## src/verilog/pcs_regs_pkg.sv

```systemverilog
// constants shared by the coding sublayer control and status bank
package pcs_regs_pkg;

    // printed offsets carry the space nibble in bits 15:12
    localparam logic [15:0] CTRL_ALIAS_OFS = 16'h3000;
    localparam logic [15:0] CTRL_OFS       = 16'h3900;
    localparam logic [15:0] STATUS1_OFS    = 16'h3901;
    localparam logic [15:0] STATUS2_OFS    = 16'h3902;
    localparam logic [15:0] SPACE_MASK     = 16'h0fff;

    // register indices seen on the bus, byte address = 4 * index
    localparam int unsigned IDX_W          = 12;
    localparam int unsigned PADDR_W        = 14;
    localparam logic [11:0] CTRL_ALIAS_IDX = 12'h000;
    localparam logic [11:0] CTRL_IDX       = 12'h900;
    localparam logic [11:0] STATUS1_IDX    = 12'h901;
    localparam logic [11:0] STATUS2_IDX    = 12'h902;
    localparam logic [11:0] IRQ_STAT_IDX   = 12'hf00;
    localparam logic [11:0] IRQ_MASK_IDX   = 12'hf01;

    // reset values
    localparam logic [15:0] REG_RESET      = 16'h0000;
    localparam logic [5:0]  IRQ_RESET      = 6'h00;

    // control fields
    localparam int unsigned CTRL_RESET_BIT = 15;
    localparam int unsigned CTRL_LOOP_BIT  = 14;

    // first status register fields
    localparam int unsigned ST1_TX_LH      = 11;
    localparam int unsigned ST1_RX_LH      = 10;
    localparam int unsigned ST1_TX_LIVE    = 9;
    localparam int unsigned ST1_RX_LIVE    = 8;
    localparam int unsigned ST1_FAULT      = 7;
    localparam int unsigned ST1_LINK_LL    = 2;

    // second status register fields
    localparam int unsigned ST2_LINK       = 10;
    localparam int unsigned ST2_HIBER      = 9;
    localparam int unsigned ST2_LOCK       = 8;
    localparam int unsigned ST2_HIBER_LH   = 7;
    localparam int unsigned ST2_LOCK_LL    = 6;

    // live input vector order, also the interrupt bit order
    localparam int unsigned LIVE_W         = 6;
    localparam int unsigned LV_TX_LPI      = 0;
    localparam int unsigned LV_RX_LPI      = 1;
    localparam int unsigned LV_FAULT       = 2;
    localparam int unsigned LV_LINK        = 3;
    localparam int unsigned LV_HIBER       = 4;
    localparam int unsigned LV_LOCK        = 5;
    // events on falling edge rather than rising
    localparam logic [5:0]  IRQ_ON_FALL    = 6'h28;

    // latched bits: source, position, register, polarity
    localparam int unsigned LAT_N          = 5;
    localparam int unsigned LAT_SRC [5]    = '{0, 1, 3, 4, 5};
    localparam int unsigned LAT_POS [5]    = '{11, 10, 2, 7, 6};
    localparam logic [4:0]  LAT_IN_ST2     = 5'h18;
    localparam logic [4:0]  LAT_LOW        = 5'h14;

endpackage

```

## src/verilog/pin_sync.sv

```systemverilog
// two-stage synchroniser for a vector of level inputs
`timescale 1ns/1ps
`default_nettype none
module pin_sync #(
    parameter int unsigned W = 1
) (
    // clock and reset
    input  wire logic         pclk,
    input  wire logic         presetn,
    // levels
    input  wire logic [W-1:0] din,
    output logic      [W-1:0] dout
);
    typedef struct packed {
        logic [W-1:0] meta;
        logic [W-1:0] sync;
    } sync_t;

    sync_t st_q;
    sync_t st_d;

    always_comb begin
        st_d.meta = din;
        st_d.sync = st_q.meta;
    end

    always_ff @(posedge pclk or negedge presetn) begin
        if (!presetn) begin
            st_q <= '0;
        end else begin
            st_q <= st_d;
        end
    end

    assign dout = st_q.sync;
endmodule
`default_nettype wire

```

## src/verilog/latch_bit.sv

```systemverilog
// one latched status bit, latching high or latching low
`timescale 1ns/1ps
`default_nettype none
module latch_bit #(
    parameter bit LOW = 1'b0
) (
    // clock and reset
    input  wire logic pclk,
    input  wire logic presetn,
    // live condition and re-arm
    input  wire logic live,
    input  wire logic clr,
    output logic      q
);
    typedef struct packed {
        logic held;
    } lat_t;

    lat_t st_q;
    lat_t st_d;

    // re-arm loads the live value, so an event still present survives it
    always_comb begin
        if (clr) begin
            st_d.held = live;
        end else if (LOW) begin
            st_d.held = st_q.held & live;
        end else begin
            st_d.held = st_q.held | live;
        end
    end

    always_ff @(posedge pclk or negedge presetn) begin
        if (!presetn) begin
            st_q <= '0;
        end else begin
            st_q <= st_d;
        end
    end

    assign q = st_q.held;
endmodule
`default_nettype wire

```

## src/verilog/pcs_control_status_regs.sv

```systemverilog
// apb register bank for coding sublayer control, status and interrupts
//
// Summary of operation
// writing one to control bit 15 resets the sublayer; bit clears itself
// control bit 14 is writable and enables sublayer loopback when one
// host drops the leading space nibble; low twelve bits form the index
// status bit 11 latches high once transmit side saw low-power idle
// status bit 10 latches high once receive side saw low-power idle
// status bit 9 reads live transmit low-power idle activity
// status bit 8 reads live receive low-power idle activity
// status bit 7 reads the live fault condition
// status bit 2 latches low on any loss of receive link
// second status bit 10 reads live receive link state
// second status bit 9 reads live high error rate report
// second status bit 8 reads live block lock
// second status bit 7 latches high once high error rate reported
// second status bit 6 latches low whenever block lock is lost
// reading a latched bit re-arms it to the present live condition
// alias control register bits behave like the main control bits
//
// Our own choice: the APB register port.
`timescale 1ns/1ps
`default_nettype none
module pcs_control_status_regs (
    // clock and reset
    input  wire logic                               pclk,
    input  wire logic                               presetn,
    // apb slave
    input  wire logic                               psel,
    input  wire logic                               penable,
    input  wire logic                               pwrite,
    input  wire logic [pcs_regs_pkg::PADDR_W-1:0]   paddr,
    input  wire logic [31:0]                        pwdata,
    output logic      [31:0]                        prdata,
    output logic                                    pready,
    output logic                                    pslverr,
    // live conditions from the sublayer datapath
    input  wire logic                               tx_lpi_active,
    input  wire logic                               rx_lpi_active,
    input  wire logic                               sublayer_fault,
    input  wire logic                               rx_link_up,
    input  wire logic                               high_error_rate_live,
    input  wire logic                               rx_block_aligned,
    // controls to the sublayer and the interrupt request
    output logic                                    sublayer_reset,
    output logic                                    sublayer_loopback_en,
    output logic                                    irq
);
    typedef struct packed {
        logic        rst;
        logic        loop;
        logic [5:0]  ist;
        logic [5:0]  imask;
        logic [5:0]  prev;
        logic        ready;
        logic        err;
        logic [15:0] rdata;
        logic        irq;
    } state_t;

    state_t                                  st_q;
    state_t                                  st_d;
    logic   [pcs_regs_pkg::LIVE_W-1:0]       live_raw;
    logic   [pcs_regs_pkg::LIVE_W-1:0]       live;
    logic   [pcs_regs_pkg::LAT_N-1:0]        lat_q;
    logic   [pcs_regs_pkg::LAT_N-1:0]        lat_clr;
    logic   [11:0]                           idx;
    logic                                    access;
    logic                                    done;
    logic                                    rd_done;
    logic                                    wr_done;
    logic   [5:0]                            events;
    logic   [15:0]                           st1_word;
    logic   [15:0]                           st2_word;

    // true when the bus index selects the register
    function automatic logic hit(input logic [11:0] a, input logic [11:0] r);
        return a == r;
    endfunction

    // any mapped index
    function automatic logic mapped(input logic [11:0] a);
        return hit(a, pcs_regs_pkg::CTRL_ALIAS_IDX) || hit(a, pcs_regs_pkg::CTRL_IDX)
            || hit(a, pcs_regs_pkg::STATUS1_IDX) || hit(a, pcs_regs_pkg::STATUS2_IDX)
            || hit(a, pcs_regs_pkg::IRQ_STAT_IDX) || hit(a, pcs_regs_pkg::IRQ_MASK_IDX);
    endfunction

    // either control address reaches the shared control bits
    function automatic logic ctrl_sel(input logic [11:0] a);
        return hit(a, pcs_regs_pkg::CTRL_IDX) || hit(a, pcs_regs_pkg::CTRL_ALIAS_IDX);
    endfunction

    // datapath levels are not assumed to share pclk
    assign live_raw = {rx_block_aligned, high_error_rate_live, rx_link_up,
                       sublayer_fault, rx_lpi_active, tx_lpi_active};

    pin_sync #(
        .W (pcs_regs_pkg::LIVE_W)
    ) u_sync (
        .pclk    (pclk),
        .presetn (presetn),
        .din     (live_raw),
        .dout    (live)
    );

    // word index with the space nibble already dropped by the host
    assign idx     = paddr[pcs_regs_pkg::PADDR_W-1:2];
    // one wait state: first access cycle computes, second completes
    assign access  = psel & penable & ~st_q.ready;
    assign done    = psel & penable & st_q.ready;
    assign rd_done = done & ~pwrite;
    assign wr_done = done & pwrite;

    genvar g;
    generate
        for (g = 0; g < pcs_regs_pkg::LAT_N; g++) begin : g_lat
            localparam logic [11:0] REG_IDX = pcs_regs_pkg::LAT_IN_ST2[g]
                ? pcs_regs_pkg::STATUS2_IDX : pcs_regs_pkg::STATUS1_IDX;
            // read or written zero re-arms in the access cycle, so no event there is lost
            assign lat_clr[g] = hit(idx, REG_IDX) & access
                & (~pwrite | ~pwdata[pcs_regs_pkg::LAT_POS[g]]);
            latch_bit #(
                .LOW (pcs_regs_pkg::LAT_LOW[g])
            ) u_lat (
                .pclk    (pclk),
                .presetn (presetn),
                .live    (live[pcs_regs_pkg::LAT_SRC[g]]),
                .clr     (lat_clr[g]),
                .q       (lat_q[g])
            );
        end
    endgenerate

    // rising edges of activity, falling edges of link and lock
    assign events = (live ^ st_q.prev) & (live ^ pcs_regs_pkg::IRQ_ON_FALL);

    always_comb begin
        st1_word = pcs_regs_pkg::REG_RESET;
        st1_word[pcs_regs_pkg::ST1_TX_LH]   = lat_q[0];
        st1_word[pcs_regs_pkg::ST1_RX_LH]   = lat_q[1];
        st1_word[pcs_regs_pkg::ST1_TX_LIVE] = live[pcs_regs_pkg::LV_TX_LPI];
        st1_word[pcs_regs_pkg::ST1_RX_LIVE] = live[pcs_regs_pkg::LV_RX_LPI];
        st1_word[pcs_regs_pkg::ST1_FAULT]   = live[pcs_regs_pkg::LV_FAULT];
        st1_word[pcs_regs_pkg::ST1_LINK_LL] = lat_q[2];
        st2_word = pcs_regs_pkg::REG_RESET;
        st2_word[pcs_regs_pkg::ST2_LINK]     = live[pcs_regs_pkg::LV_LINK];
        st2_word[pcs_regs_pkg::ST2_HIBER]    = live[pcs_regs_pkg::LV_HIBER];
        st2_word[pcs_regs_pkg::ST2_LOCK]     = live[pcs_regs_pkg::LV_LOCK];
        st2_word[pcs_regs_pkg::ST2_HIBER_LH] = lat_q[3];
        st2_word[pcs_regs_pkg::ST2_LOCK_LL]  = lat_q[4];
    end

    always_comb begin
        st_d       = st_q;
        st_d.prev  = live;
        st_d.ready = access;
        st_d.err   = 1'b0;
        // reset request lives for one cycle only
        st_d.rst   = 1'b0;
        if (access) begin
            st_d.err   = ~mapped(idx);
            st_d.rdata = pcs_regs_pkg::REG_RESET;
            if (!pwrite) begin
                if (ctrl_sel(idx)) begin
                    st_d.rdata[pcs_regs_pkg::CTRL_RESET_BIT] = st_q.rst;
                    st_d.rdata[pcs_regs_pkg::CTRL_LOOP_BIT]  = st_q.loop;
                end
                if (hit(idx, pcs_regs_pkg::STATUS1_IDX)) begin
                    st_d.rdata = st1_word;
                end
                if (hit(idx, pcs_regs_pkg::STATUS2_IDX)) begin
                    st_d.rdata = st2_word;
                end
                if (hit(idx, pcs_regs_pkg::IRQ_STAT_IDX)) begin
                    st_d.rdata[5:0] = st_q.ist;
                end
                if (hit(idx, pcs_regs_pkg::IRQ_MASK_IDX)) begin
                    st_d.rdata[5:0] = st_q.imask;
                end
            end
        end
        if (wr_done) begin
            // both addresses steer the same two control bits
            if (ctrl_sel(idx)) begin
                st_d.rst  = pwdata[pcs_regs_pkg::CTRL_RESET_BIT];
                st_d.loop = pwdata[pcs_regs_pkg::CTRL_LOOP_BIT];
            end
            if (hit(idx, pcs_regs_pkg::IRQ_STAT_IDX)) begin
                st_d.ist = st_q.ist & ~pwdata[5:0];
            end
            if (hit(idx, pcs_regs_pkg::IRQ_MASK_IDX)) begin
                st_d.imask = pwdata[5:0];
            end
        end
        // an event in the clearing cycle is kept
        st_d.ist = st_d.ist | events;
        st_d.irq = |(st_d.ist & st_d.imask);
    end

    always_ff @(posedge pclk or negedge presetn) begin
        if (!presetn) begin
            st_q       <= '0;
            st_q.ist   <= pcs_regs_pkg::IRQ_RESET;
            st_q.imask <= pcs_regs_pkg::IRQ_RESET;
        end else begin
            st_q <= st_d;
        end
    end

    assign prdata               = {16'h0000, st_q.rdata};
    assign pready               = st_q.ready;
    assign pslverr              = st_q.err;
    assign sublayer_reset       = st_q.rst;
    assign sublayer_loopback_en = st_q.loop;
    assign irq                  = st_q.irq;
endmodule
`default_nettype wire

```

## config.mk

```make
export PLATFORM = sky130hd
export DESIGN_NAME = pcs_control_status_regs
export DESIGN_NICKNAME = d
export VERILOG_FILES = /design/src/verilog/pcs_regs_pkg.sv /design/src/verilog/pin_sync.sv /design/src/verilog/latch_bit.sv /design/src/verilog/pcs_control_status_regs.sv
export SDC_FILE = /design/constraint.sdc
export NUM_CORES = 1
export LEC_CHECK = 0
export BUFFER_PORTS_ARGS = -buffer_cell sky130_fd_sc_hd__buf_2
export CORE_MARGIN = 5
export CORE_UTILIZATION = 49
export CTS_CLUSTER_SIZE = 30
export DETAILED_ROUTE_END_ITERATION = 12
export PLACE_DENSITY = 0.8
export REMOVE_ABC_BUFFERS = 1
export SYNTH_ARGS = -nofsm -noshare
export SYNTH_HDL_FRONTEND = slang
export SYNTH_SLANG_ARGS = --single-unit
```

## constraint.sdc

```tcl
create_clock -name pclk -period 3.6 [get_ports pclk]
set_input_delay 0.9 -clock pclk [delete_from_list [all_inputs] [get_ports pclk]]
set_output_delay 0.9 -clock pclk [all_outputs]
set_load 0.005 [all_outputs]
```

== Yosys cells after proc, flatten, opt, wreduce, memory -nomap -nowiden ==
Index checks and enable logic that the tools add are counted.
Storage, ports and cells
  register bits after elaboration: 56
  latch bits: 0
  bits in writable memories: 0
  ROM bits: 0
  output and inout port bits: 37
  memories: 0
Operators by class
  add/sub/neg operators: 0
  $mul: 0
  divide/modulo/power cells: 0
  order comparisons: 0
  equal/unequal tests: 5
  shift-type cells: 0
  multiplexer cells: 16
  bitwise logic cells: 36
  reductions and logical operators: 8
Operators by type and width (number)
  $eq A12 B12 Y1 const B: 5
  $mux W16: 3
  $mux W6: 4
  $and A6 B6 Y6: 3
  $mux W17: 1
  $mux W14: 1
  $and A1 B1 Y1: 13
  $logic_not A12 Y1: 1
  $not A1 Y1: 8
  $or A1 B1 Y1: 8
  $not A6 Y6: 1
  $or A6 B6 Y6: 1
  $reduce_or A6 Y1: 1
  $xor A6 B6 Y6: 1
  $logic_or A1 B1 Y1: 5
  $mux W1: 5
  $mux W2: 2
  $not A2 Y2: 1
  $reduce_and A2 Y1: 1

== Depth between registers and ports, before layout ==
Gate-level depths: netlist of the first run.
  depth in word-level cells: 9
  depth in mapped cells: 7
  mapped depth without buffers: 5

== Modules after synthesis ==
From an unflattened synthesis of the first run, not the netlist that was laid out.
Second synthesis, totals
  cell total of the unflattened synthesis: 242
  area, all modules: 2585.0 µm²
Modules (own cells, without submodules)
  pcs_control_status_regs: times used 1, cells each 217, area an instance 2110.8 µm², sequential area each 925.9 µm²
  pin_sync: times used 1, cells each 12, area an instance 300.3 µm², sequential area each 300.3 µm²
  latch_bit at g_lat[0].u_lat ...: times used 3, cells each 3, area an instance 36.3 µm², sequential area each 25.0 µm²
  latch_bit at g_lat[2].u_lat ...: times used 2, cells each 2, area an instance 32.5 µm², sequential area each 25.0 µm²

== Least setup slack after synthesis of the first run ==
OpenSTA, ideal clock, no wires.
  path kind: in2reg
  start: input paddr[3] in the netlist's numbering
  end: register st_q, in the netlist irq
  setup time: 0.135 ns
  arrival time: 2.157 ns
  slack: 1.308 ns
  stages: 7
  buffers on the path: 2
  cells stage by stage: buf_2 -> nor4b_1 -> and4_1 -> buf_4 -> mux2_4 -> a22oi_1 -> nand4_1
RTL lines
  from (decl): RTL line pcs_control_status_regs.sv:32  | input wire logic [pcs_regs_pkg::PADDR_W-1:0] paddr,
  to (signal assigned): RTL line pcs_control_status_regs.sv:206  | st_q <= st_d;
  to (decl): RTL line pcs_control_status_regs.sv:61  | state_t st_q;

==> reports/metrics.cfg, run 1 <==
[final_layout]
area_delta_synth_final_pct=10.63
layout.cells.most_common=dfrtp_1
antennaDiodeCount=0
layoutNonFillerInstCount=328
n_fill_cell=468
post_route_cells_drive_above_1_share=0.3062
final_net_count=314
layout_common_cells=dfrtp_1 (54), buf_2 (53), nand2_1 (25), conb_1 (18), inv_1 (13)

[logic_synthesis]
synth_warnings=0
synth_flop_cell=dfrtp_1
synthesis.area_per_instance_um2=11.44
edff_count_synth=0
netlist_area_um2=2482
netlist_instances=217
synth-seq-area-share=0.5444
ys_seq_elements=54
async_reset_ff_frac=1.000
count_of_different_cell_masters_after_synthesis=46

[grt]
antenna_found_initial=0
gr-total-overflow=0
track_usage=0.1489
first_global_vias=1604
grt_max_degree=39
global_route_wire_length_before_repair_um=7458

[clocking]
clock_root_buffer_master=clkbuf_8
tritoncts_clock_tree=built
htree_num_levels=2
cts_setup_buffers=0
clk_transition_reported_paths_ns=0.09
clk_path_buf_depth=2
clk-insertion-delay-late_ns=0.31
cts_resized=0
tritoncts_buffers=5
clock_sink_count=54
cts-hold-fix-buffers=0

[timing]
timing.final.max_slew_violations=0
rsz0062_at_grt=false
finalSetupViolations=0
finalCritPeriodShare=0.6715
fin_worst_skew_ns=0.006892
setup-tns-final_ns=0
timing_hold_violations_final=0
max_freq_mhz=413.7
final_critical_delay_including_setup_and_external_delays_ns=2.417

[drt]
final_antenna_net_count=0
post_drt_wl_per_cell_um=13.75
wl_met2_um=2224
detail_route.wirelength_um=4509
wl_met1_um=1933
drt-pass1-iter-count=4
vias=1562
top_layer_reached_by_signal_wires=met4
drc=0
drt_iter0_drc=56
viasPerCell=4.762
wl_met3_um=296

[pwr]
vdd_ir_drop_max_v=0.0003029
power.internal_w=0.0008540
p_sw_frac=0.2262
seq_power_share=0.565
cellPowerDensity_nw_per_um2=401.9
clock_power_share=0.370
pleak_nw=1.406
pwr-share-comb=0.065
net_switching_power_figure_w=0.0002497

[setup_path]
worstPathMaxFanout=13
ff_to_ff_path_depth=5
worst_ep_arrival_time_ns=2.59
end_kind=register
cp.required_ns=3.77
cp_slowest_stage_delay_ns=0.48
setup.worst_path.start=paddr[2]
reg2reg_setup_slack_ns=1.72
ff_to_ff_start=pready$_DFF_PN0_
critPathSlowestCell=and4_1
worst-setup-path-type=primary input to register
crit_path_start_kind=primary input
cell_chain_of_the_critical_path=buf_2, nor4b_1, and4_1, mux2_1, a22oi_1, nand4_1
reg_to_reg_critical_path_endpoint=irq$_DFF_PN0_

[hold_path]
worstHoldPathCells=0
hp-class=register to register
hp-start=u_sync.st_d[2]$_DFF_PN0_
min_delay_worst_endpoint=u_sync.dout[2]$_DFF_PN0_

[floorplanning]
chipHeight_um=81.18
initial_core_util=0.4955
cell_row_count=26
floorplan.core_area_um2=5010
floorplan.die_area_um2=6589
die_width_um=81.18
num_io_pins=94

[outcome]
result_of_the_run=finished, final reports clean

[placement]
place_hpwl_um=3551
place_inst=320
port_buffers=53
gp_routability_congestion=0.7438

[job]
maxCapViolCount=0

power groups by stage:
stage	registers, W	clock network, W	logic (W)
after global routing	0.000625	0.000442	0.0000825
after detailed placement	0.000635	0	0.0000726
after CTS	0.000623	0.000424	0.0000729
final	0.000623	0.000409	0.0000718
after floorplan	0.000634	0	0.0000265
after global placement	0.000635	0	0.0000707
cell families after synthesis:
logic type / synth area share
simple gates: 0.1537
flops: 0.5444
buf+inv: 0.1310
compound gates: 0.1114
mux: 0.05796
other cells: 0.001511
worst max-delay path by stage:
stage | slack [ns] | end | depth (start not counted)
after CTS | 1.18 | irq$_DFF_PN0_ | 6
after global routing | 1.08 | irq$_DFF_PN0_ | 6
after global placement | 0.89 | irq$_DFF_PN0_ | 6
after detailed placement | 0.84 | irq$_DFF_PN0_ | 6
after floorplan | 1.26 | irq$_DFF_PN0_ | 5
final | 1.18 | irq$_DFF_PN0_ | 6
synth_stat cells, types with 2 or more instances:
master    instances  area share
nor2b_1           3      0.0076
and4_2            2      0.0081
o21bai_1          5       0.015
a22o_1            2      0.0071
and4_1            2      0.0071
o21ai_1          11       0.022
buf_2             2      0.0040
mux2i_1           5       0.020
mux2_1            3       0.014
o22ai_1           4       0.010
a21boi_1          2      0.0060
mux2_4            4       0.024
nand2_1          25       0.038
inv_1            13       0.020
or2_1             2      0.0050
a22oi_1           6       0.018
nor4_4            4       0.034
a21oi_1           2      0.0040
nand2b_1          2      0.0050
nor2_1            5      0.0076
a21o_1            2      0.0060
nor3_1            2      0.0040
buf_4            33        0.10
dfrtp_1          54        0.54
metrics by stage:
stage	instance area, µm²	power (W)	utilization	hold slack (ns)	worst slack, ns
floorplan	2270	0.0006603	-	0.3312	1.257
detailed placement	2630	0.0007080	0.5250	0.3358	0.8362
finish	2746	0.001104	0.5482	0.3556	1.183
CTS	2746	0.001120	0.5482	0.3589	1.177
global placement	2630	0.0007053	0.5250	0.3317	0.8865
global route	2746	0.001149	0.5482	0.3627	1.079
flip-flops by register name, summed over array words and instances, names as in the netlist:
name / flops
prdata: 14
g_lat.u_lat.q: 5
u_sync.st_d: 6
pready: 1
sublayer_reset: 1
irq: 1
u_sync.dout: 6
sublayer_loopback_en: 1
st_q: 18
pslverr: 1
worst max-delay path: cells and delay by family:
family	cells	cell delay, ns
multiplexers	1	0.39
buffers and inverters	1	0.29
AO/OA/AOI/OAI	1	0.17
AND/OR/NAND/NOR	3	0.84
layer usage:
layer,up-vias,GRT usage
li1,780,-
met1,726,0.1931
met2,51,0.2471
met3,5,0.03548
met4,0,0.04561
met5,-,0
cell type report:
class / instances / area, µm² / share of cell area
clock buffer: 5 / 68.82 / 0.02506
sequential: 54 / 1351 / 0.4920
clock inverter: 3 / 47.55 / 0.01731
tap: 70 / 87.58 / 0.03189
multi-input combinational: 129 / 869.6 / 0.3166
inverter: 13 / 48.80 / 0.01777
timing repair buffer: 54 / 272.8 / 0.09932
(Power assumes the default switching activity.)
==> inputs of run 2 (changes only) <==
==> constraint.sdc (replaced) <==
create_clock -name pclk -period 2.35 [get_ports pclk]
set_input_delay 0.5875 -clock pclk [delete_from_list [all_inputs] [get_ports pclk]]
set_output_delay 0.5875 -clock pclk [all_outputs]
set_load 0.005 [all_outputs]
==> reports/metrics.cfg, run 2 (synthesis results as in run 1) <==
[outcome]
result_of_the_run=finished, final reports clean

[clocking]
clk_transition_reported_paths_ns=0.09  ; about the same
clock_root_buffer_master=clkbuf_8
cts-hold-fix-buffers=0  ; unchanged
clock_sink_count=54  ; unchanged
htree_num_levels=2  ; unchanged
clk-insertion-delay-late_ns=0.30  ; about the same
cts_resized=0  ; unchanged
cts_setup_buffers=0  ; unchanged
tritoncts_clock_tree=built
clk_path_buf_depth=2  ; unchanged
tritoncts_buffers=5  ; unchanged

[drt]
vias=1609  ; +3.0%
final_antenna_net_count=0  ; unchanged
detail_route.wirelength_um=4623  ; +2.5%
drc=0  ; unchanged
viasPerCell=4.832  ; +1.5%
drt_iter0_drc=88  ; +57%
drt-pass1-iter-count=4  ; unchanged
post_drt_wl_per_cell_um=13.88  ; +0.99%

[setup_path]
cp_capture_point=g_lat[3].u_lat.q$_DFF_PN0_
setup.worst_path.start=paddr[5]
end_kind=register
ff_to_ff_path_depth=6  ; +1
crit_path_start_kind=primary input
cp.required_ns=2.53  ; -1.24 ns
worst-setup-path-type=primary input to register
worstPathMaxFanout=8  ; -5
reg_to_reg_critical_path_endpoint=irq$_DFF_PN0_
worst_ep_arrival_time_ns=2.03  ; -0.56 ns
ff_to_ff_start=pready$_DFF_PN0_
reg2reg_setup_slack_ns=0.61  ; -1.11 ns

[floorplanning]
num_io_pins=94  ; unchanged
cell_row_count=26  ; unchanged
floorplan.die_area_um2=6589  ; unchanged
chipHeight_um=81.18  ; unchanged
die_width_um=81.18  ; unchanged
initial_core_util=0.4955  ; unchanged
floorplan.core_area_um2=5010  ; unchanged

[final_layout]
share_of_the_core_filled_with_cells_in_the_final_layout=0.5507  ; +0.002497
post_route_cells_drive_above_1_share=0.3194  ; +0.01319
flip_flop_count_of_the_largest_register_after_layout=18  ; unchanged
final_net_count=320  ; +1.9%
area_delta_synth_final_pct=11.14
layout_common_cells=dfrtp_1 (54), buf_2 (53), nand2_1 (25), conb_1 (18), inv_1 (13)
layout.cells.most_common=dfrtp_1
registers.top_by_ff_count=st_q
layoutNonFillerInstCount=333  ; +1.5%
antennaDiodeCount=0  ; unchanged

[timing]
rsz0062_at_grt=false
timing.final.max_slew_violations=0  ; unchanged
fin_worst_skew_ns=0.004653  ; -0.002240 ns
layout_setup_ws_ns=0.5015  ; -0.6812 ns
setup-tns-final_ns=0  ; unchanged
timing_hold_violations_final=0  ; unchanged
slew_headroom=0.6586
finalCritPeriodShare=0.7866
worst_tran_pin_value_ns=0.5121
final_critical_delay_including_setup_and_external_delays_ns=1.849
max_freq_mhz=541.0
finalSetupViolations=0  ; unchanged

[pwr]
pwr-share-comb=0.074  ; +0.009
seq_power_share=0.613  ; +0.048
clock_power_share=0.313  ; -0.057
net_switching_power_figure_w=0.0003653  ; +46%
p_sw_frac=0.2345  ; +0.008221
power.internal_w=0.001193  ; +40%
cellPowerDensity_nw_per_um2=564.7  ; +41%
vdd_ir_drop_max_v=0.0004479  ; +48%
pleak_nw=1.414  ; +0.58%

[grt]
first_global_vias=1684  ; +5.0%
antenna_found_initial=0  ; unchanged
grt_max_degree=23  ; -41%
global_route_wire_length_before_repair_um=7624  ; +2.2%
track_usage=0.1531  ; +0.004164
gr-total-overflow=0  ; unchanged

[placement]
place_inst=326  ; +1.9%
port_buffers=53  ; unchanged
dpl_worst_slack_ns=0.1803  ; -0.6559 ns
gp_routability_congestion=0.7475  ; +0.50%
place_hpwl_um=3619  ; +1.9%

[hold_path]
hp-class=primary input to async pin

[job]
maxCapViolCount=0  ; unchanged

==> run 2: cell count changes in the layout (fill, tap and decap cells not counted) <==
cell / change
buf_4: +6
bufinv_16: -1
clkinv_4: -1
clkinvlp_4: +2
inv_6: -1
==> run 2: worst min-delay path by stage <==
stage | from | end | slack [ns] | depth (start not counted)
finish | presetn | u_sync.dout[5]$_DFF_PN0_ | 0.20 | 1
global route | presetn | u_sync.st_d[4]$_DFF_PN0_ | 0.21 | 1
CTS | presetn | u_sync.st_d[5]$_DFF_PN0_ | 0.20 | 1
detailed placement | u_sync.st_d[0]$_DFF_PN0_ | u_sync.dout[0]$_DFF_PN0_ | 0.34 | 0
global placement | u_sync.st_d[3]$_DFF_PN0_ | u_sync.dout[3]$_DFF_PN0_ | 0.33 | 0
floorplan | presetn | g_lat[0].u_lat.q$_DFF_PN0_ | 0.29 | 0
==> run 2: power groups by stage <==
stage | registers, W | logic, W | clock network, W
final | 0.000955 | 0.000115 | 0.000488
after floorplan | 0.000971 | 0.0000406 | 0
after global routing | 0.000958 | 0.000131 | 0.000552
after detailed placement | 0.000973 | 0.000116 | 0
after global placement | 0.000972 | 0.000113 | 0
after CTS | 0.000955 | 0.000116 | 0.000508
==> run 2: metrics by stage <==
| step | area [µm²] | hold slack [ns] | total power [W] |
|---|---|---|---|
| after floorplan | 2270 | 0.2919 | 0.001012 |
| after global placement | 2675 | 0.3313 | 0.001085 |
| after detailed placement | 2675 | 0.3364 | 0.001089 |
| after CTS | 2759 | 0.1999 | 0.001579 |
| after global routing | 2759 | 0.2103 | 0.001641 |
| final | 2759 | 0.1964 | 0.001558 |
==> run 2: final cells by class <==
| cell class | count | area [µm²] |
|---|---|---|
| Inverter | 13 | 48.80 |
| Multi-Input combinational cell | 129 | 869.6 |
| Fill cell | 469 | 2251 |
| Clock inverter | 2 | 15.01 |
| Tap cell | 70 | 87.58 |
| Timing Repair Buffer | 60 | 317.8 |
| Clock buffer | 5 | 68.82 |
| Sequential cell | 54 | 1351 |
==> run 2: layer usage <==
layer	vias to the layer above	wire length, µm	track usage
met1	752	1891	0.1836
met3	12	382	0.05211
met2	58	2233	0.2496
met5	-	0	0
li1	787	-	-
met4	0	116	0.06757
==> run 2: worst max-delay path: stages <==
cell       delay, ns
buf_2           0.11
nor4_4          0.28
buf_4           0.17
nand4_2         0.27
a2111oi_0       0.50
o21ai_1         0.11
==> inputs of run 3 (changes only) <==
--- a/config.mk
+++ b/config.mk
@@ -7,10 +7,10 @@
 export LEC_CHECK = 0
 export BUFFER_PORTS_ARGS = -buffer_cell sky130_fd_sc_hd__buf_2
 export CORE_MARGIN = 5
-export CORE_UTILIZATION = 49
+export CORE_UTILIZATION = 44
 export CTS_CLUSTER_SIZE = 30
 export DETAILED_ROUTE_END_ITERATION = 12
-export PLACE_DENSITY = 0.8
+export PLACE_DENSITY = 0.76
 export REMOVE_ABC_BUFFERS = 1
 export SYNTH_ARGS = -nofsm -noshare
 export SYNTH_HDL_FRONTEND = slang
==> constraint.sdc (replaced) <==
create_clock -name pclk -period 1.5 [get_ports pclk]
set_input_delay 0.375 -clock pclk [delete_from_list [all_inputs] [get_ports pclk]]
set_output_delay 0.375 -clock pclk [all_outputs]
set_load 0.005 [all_outputs]
==> reports/metrics.cfg, run 3 (synthesis results as in run 1) <==
[timing]
final_critical_delay_including_setup_and_external_delays_ns=1.621
rsz0062_at_grt=true
timing_hold_violations_final=0  ; unchanged
max_freq_mhz=616.9
setup-tns-final_ns=-0.1971  ; -0.1971 ns
finalCritPeriodShare=1.081
fin_worst_skew_ns=0.01320  ; +0.008547 ns
layout_setup_ws_ns=-0.1209  ; -0.6223 ns
hold-worst-slack_ns=0.04690  ; -0.1495 ns
timing.final.max_slew_violations=0  ; unchanged
finalSetupViolations=4  ; +4

[setup_path]
worstPathMaxFanout=6  ; -2
cell_chain_of_the_critical_path=and4_4, and4_1, buf_6, mux2_2, a22oi_2, nand4_1
critPathSlowestCell=dfrtp_1
worst-setup-path-type=register to register
worst_ep_arrival_time_ns=1.82  ; -0.21 ns
ff_to_ff_start=pready$_DFF_PN0_
reg_to_reg_critical_path_endpoint=irq$_DFF_PN0_
end_kind=register
crit_path_start_kind=register
ff_to_ff_path_depth=6  ; unchanged
cp.required_ns=1.70  ; -0.83 ns
cp_slowest_stage_delay_ns=0.36  ; -0.14 ns
setup.worst_path.start=pready$_DFF_PN0_
reg2reg_setup_slack_ns=-0.12  ; -0.73 ns

[clocking]
clk_transition_reported_paths_ns=0.10  ; about the same
htree_num_levels=2  ; unchanged
tritoncts_clock_tree=built
clock_root_buffer_master=clkbuf_8
cts-hold-fix-buffers=0  ; unchanged
clk_path_buf_depth=2  ; unchanged
tritoncts_buffers=5  ; unchanged
clk-insertion-delay-late_ns=0.31  ; about the same
clock_sink_count=54  ; unchanged

[floorplanning]
chipHeight_um=85.11  ; +4.8%
num_io_pins=94  ; unchanged
floorplan.die_area_um2=7244  ; +9.9%
initial_core_util=0.4508  ; -0.04470
die_width_um=85.11  ; +4.8%
floorplan.core_area_um2=5507  ; +9.9%
cell_row_count=27  ; +3.8%

[grt]
gr-total-overflow=0  ; unchanged
antenna_found_initial=0  ; unchanged
global_route_wire_length_before_repair_um=8300  ; +8.9%
track_usage=0.1455  ; -0.007586
first_global_vias=1737  ; +3.1%
grt_max_degree=55  ; +140%

[drt]
post_drt_wl_per_cell_um=14.43  ; +3.9%
drt_iter0_drc=77  ; -13%
viasPerCell=4.760  ; -1.5%
drt-pass1-iter-count=4  ; unchanged
final_antenna_net_count=0  ; unchanged
drc=0  ; unchanged
vias=1666  ; +3.5%
detail_route.wirelength_um=5050  ; +9.2%

[final_layout]
layout.cells.most_common=dfrtp_1
registers.top_by_ff_count=st_q
area_delta_synth_final_pct=23.29
post_route_cells_drive_above_1_share=0.4281  ; +0.1087
flip_flop_count_of_the_largest_register_after_layout=18  ; unchanged
final_net_count=334  ; +4.4%
antennaDiodeCount=0  ; unchanged
layout_common_cells=dfrtp_1 (54), buf_2 (51), nand2_1 (21), conb_1 (18), buf_4 (15)
n_fill_cell=470  ; +0.21%

[placement]
port_buffers=53  ; unchanged
gp_routability_congestion=0.7555  ; +1.1%
dpl_worst_slack_ns=-0.5129  ; -0.6932 ns
place_hpwl_um=3672  ; +1.5%

[pwr]
vdd_ir_drop_max_v=0.0005688  ; +27%
cellPowerDensity_nw_per_um2=843.4  ; +49%
pleak_nw=1.545  ; +9.3%

[hold_path]
hp-class=primary input to async pin

[job]
maxCapViolCount=0  ; unchanged

[outcome]
violations=negative setup slack
result_of_the_run=complete, but fails checks

==> run 3: layer usage <==
metal  global-route usage  up-vias  part of all wire
met3              0.04660        9             0.085
met2               0.2380       58              0.48
li1                     -      818                 -
met4              0.04317        0             0.019
met1               0.1846      781              0.42
met5                    0        -                 0
==> run 3: how the worst max path moves through the flow <==
stage	to	slack, ns	depth (start not counted)
global placement	irq$_DFF_PN0_	-0.47	7
finish	irq$_DFF_PN0_	-0.12	6
CTS	irq$_DFF_PN0_	-0.13	6
floorplan	irq$_DFF_PN0_	-0.32	5
global route	irq$_DFF_PN0_	-0.21	6
detailed placement	irq$_DFF_PN0_	-0.51	7
==> run 3: layout make-up <==
type	count	area, µm²	share of cell area
clock buffers	6	82.58	0.02698
clock inverters	2	16.27	0.005315
inverters	13	48.80	0.01594
multi-input cells	129	1001	0.3271
flip-flops and latches	54	1351	0.4415
well taps	72	90.09	0.02944
repair buffers	74	470.5	0.1537
==> run 3: report_power, final <==
| group | leakage [nW] | switching [W] | internal, W | total [W] |
|---|---|---|---|---|
| logic | 0.833 | 0.000133 | 0.0000904 | 0.000223 |
| clock network | 0.0478 | 0.000481 | 0.000381 | 0.000861 |
| registers | 0.664 | 0.0000146 | 0.00148 | 0.00150 |
| total | 1.54 | 0.000628 | 0.00195 | 0.00258 |
==> run 3: stage by stage <==
| step | std cells | total power, W | utilization | cell area [µm²] |
|---|---|---|---|---|
| final | 350 | 0.002581 | 0.5558 | 3060 |
| after detailed placement | 336 | 0.001727 | 0.4994 | 2750 |
| after global routing | 350 | 0.002681 | 0.5558 | 3060 |
| after CTS | 348 | 0.002593 | 0.5367 | 2955 |
| after floorplan | 196 | 0.001585 | - | 2270 |
| after global placement | 336 | 0.001722 | 0.4994 | 2750 |
==> run 3: worst max-delay path, delay by kind of cell, from the launching register on <==
family                 cells  cell delay (ns)
AO/OA/AOI/OAI              1             0.12
buffers and inverters      1             0.14
flip-flops                 1             0.36
multiplexers               1             0.36
AND/OR/NAND/NOR            3             0.54
==> run 3: repair_timing <==
action / CTS / global route
setup endpoints to repair: 20 / 21
gates resized for setup: 17 / 18
setup buffers: 4 / 2
pin swaps: 13 / 12
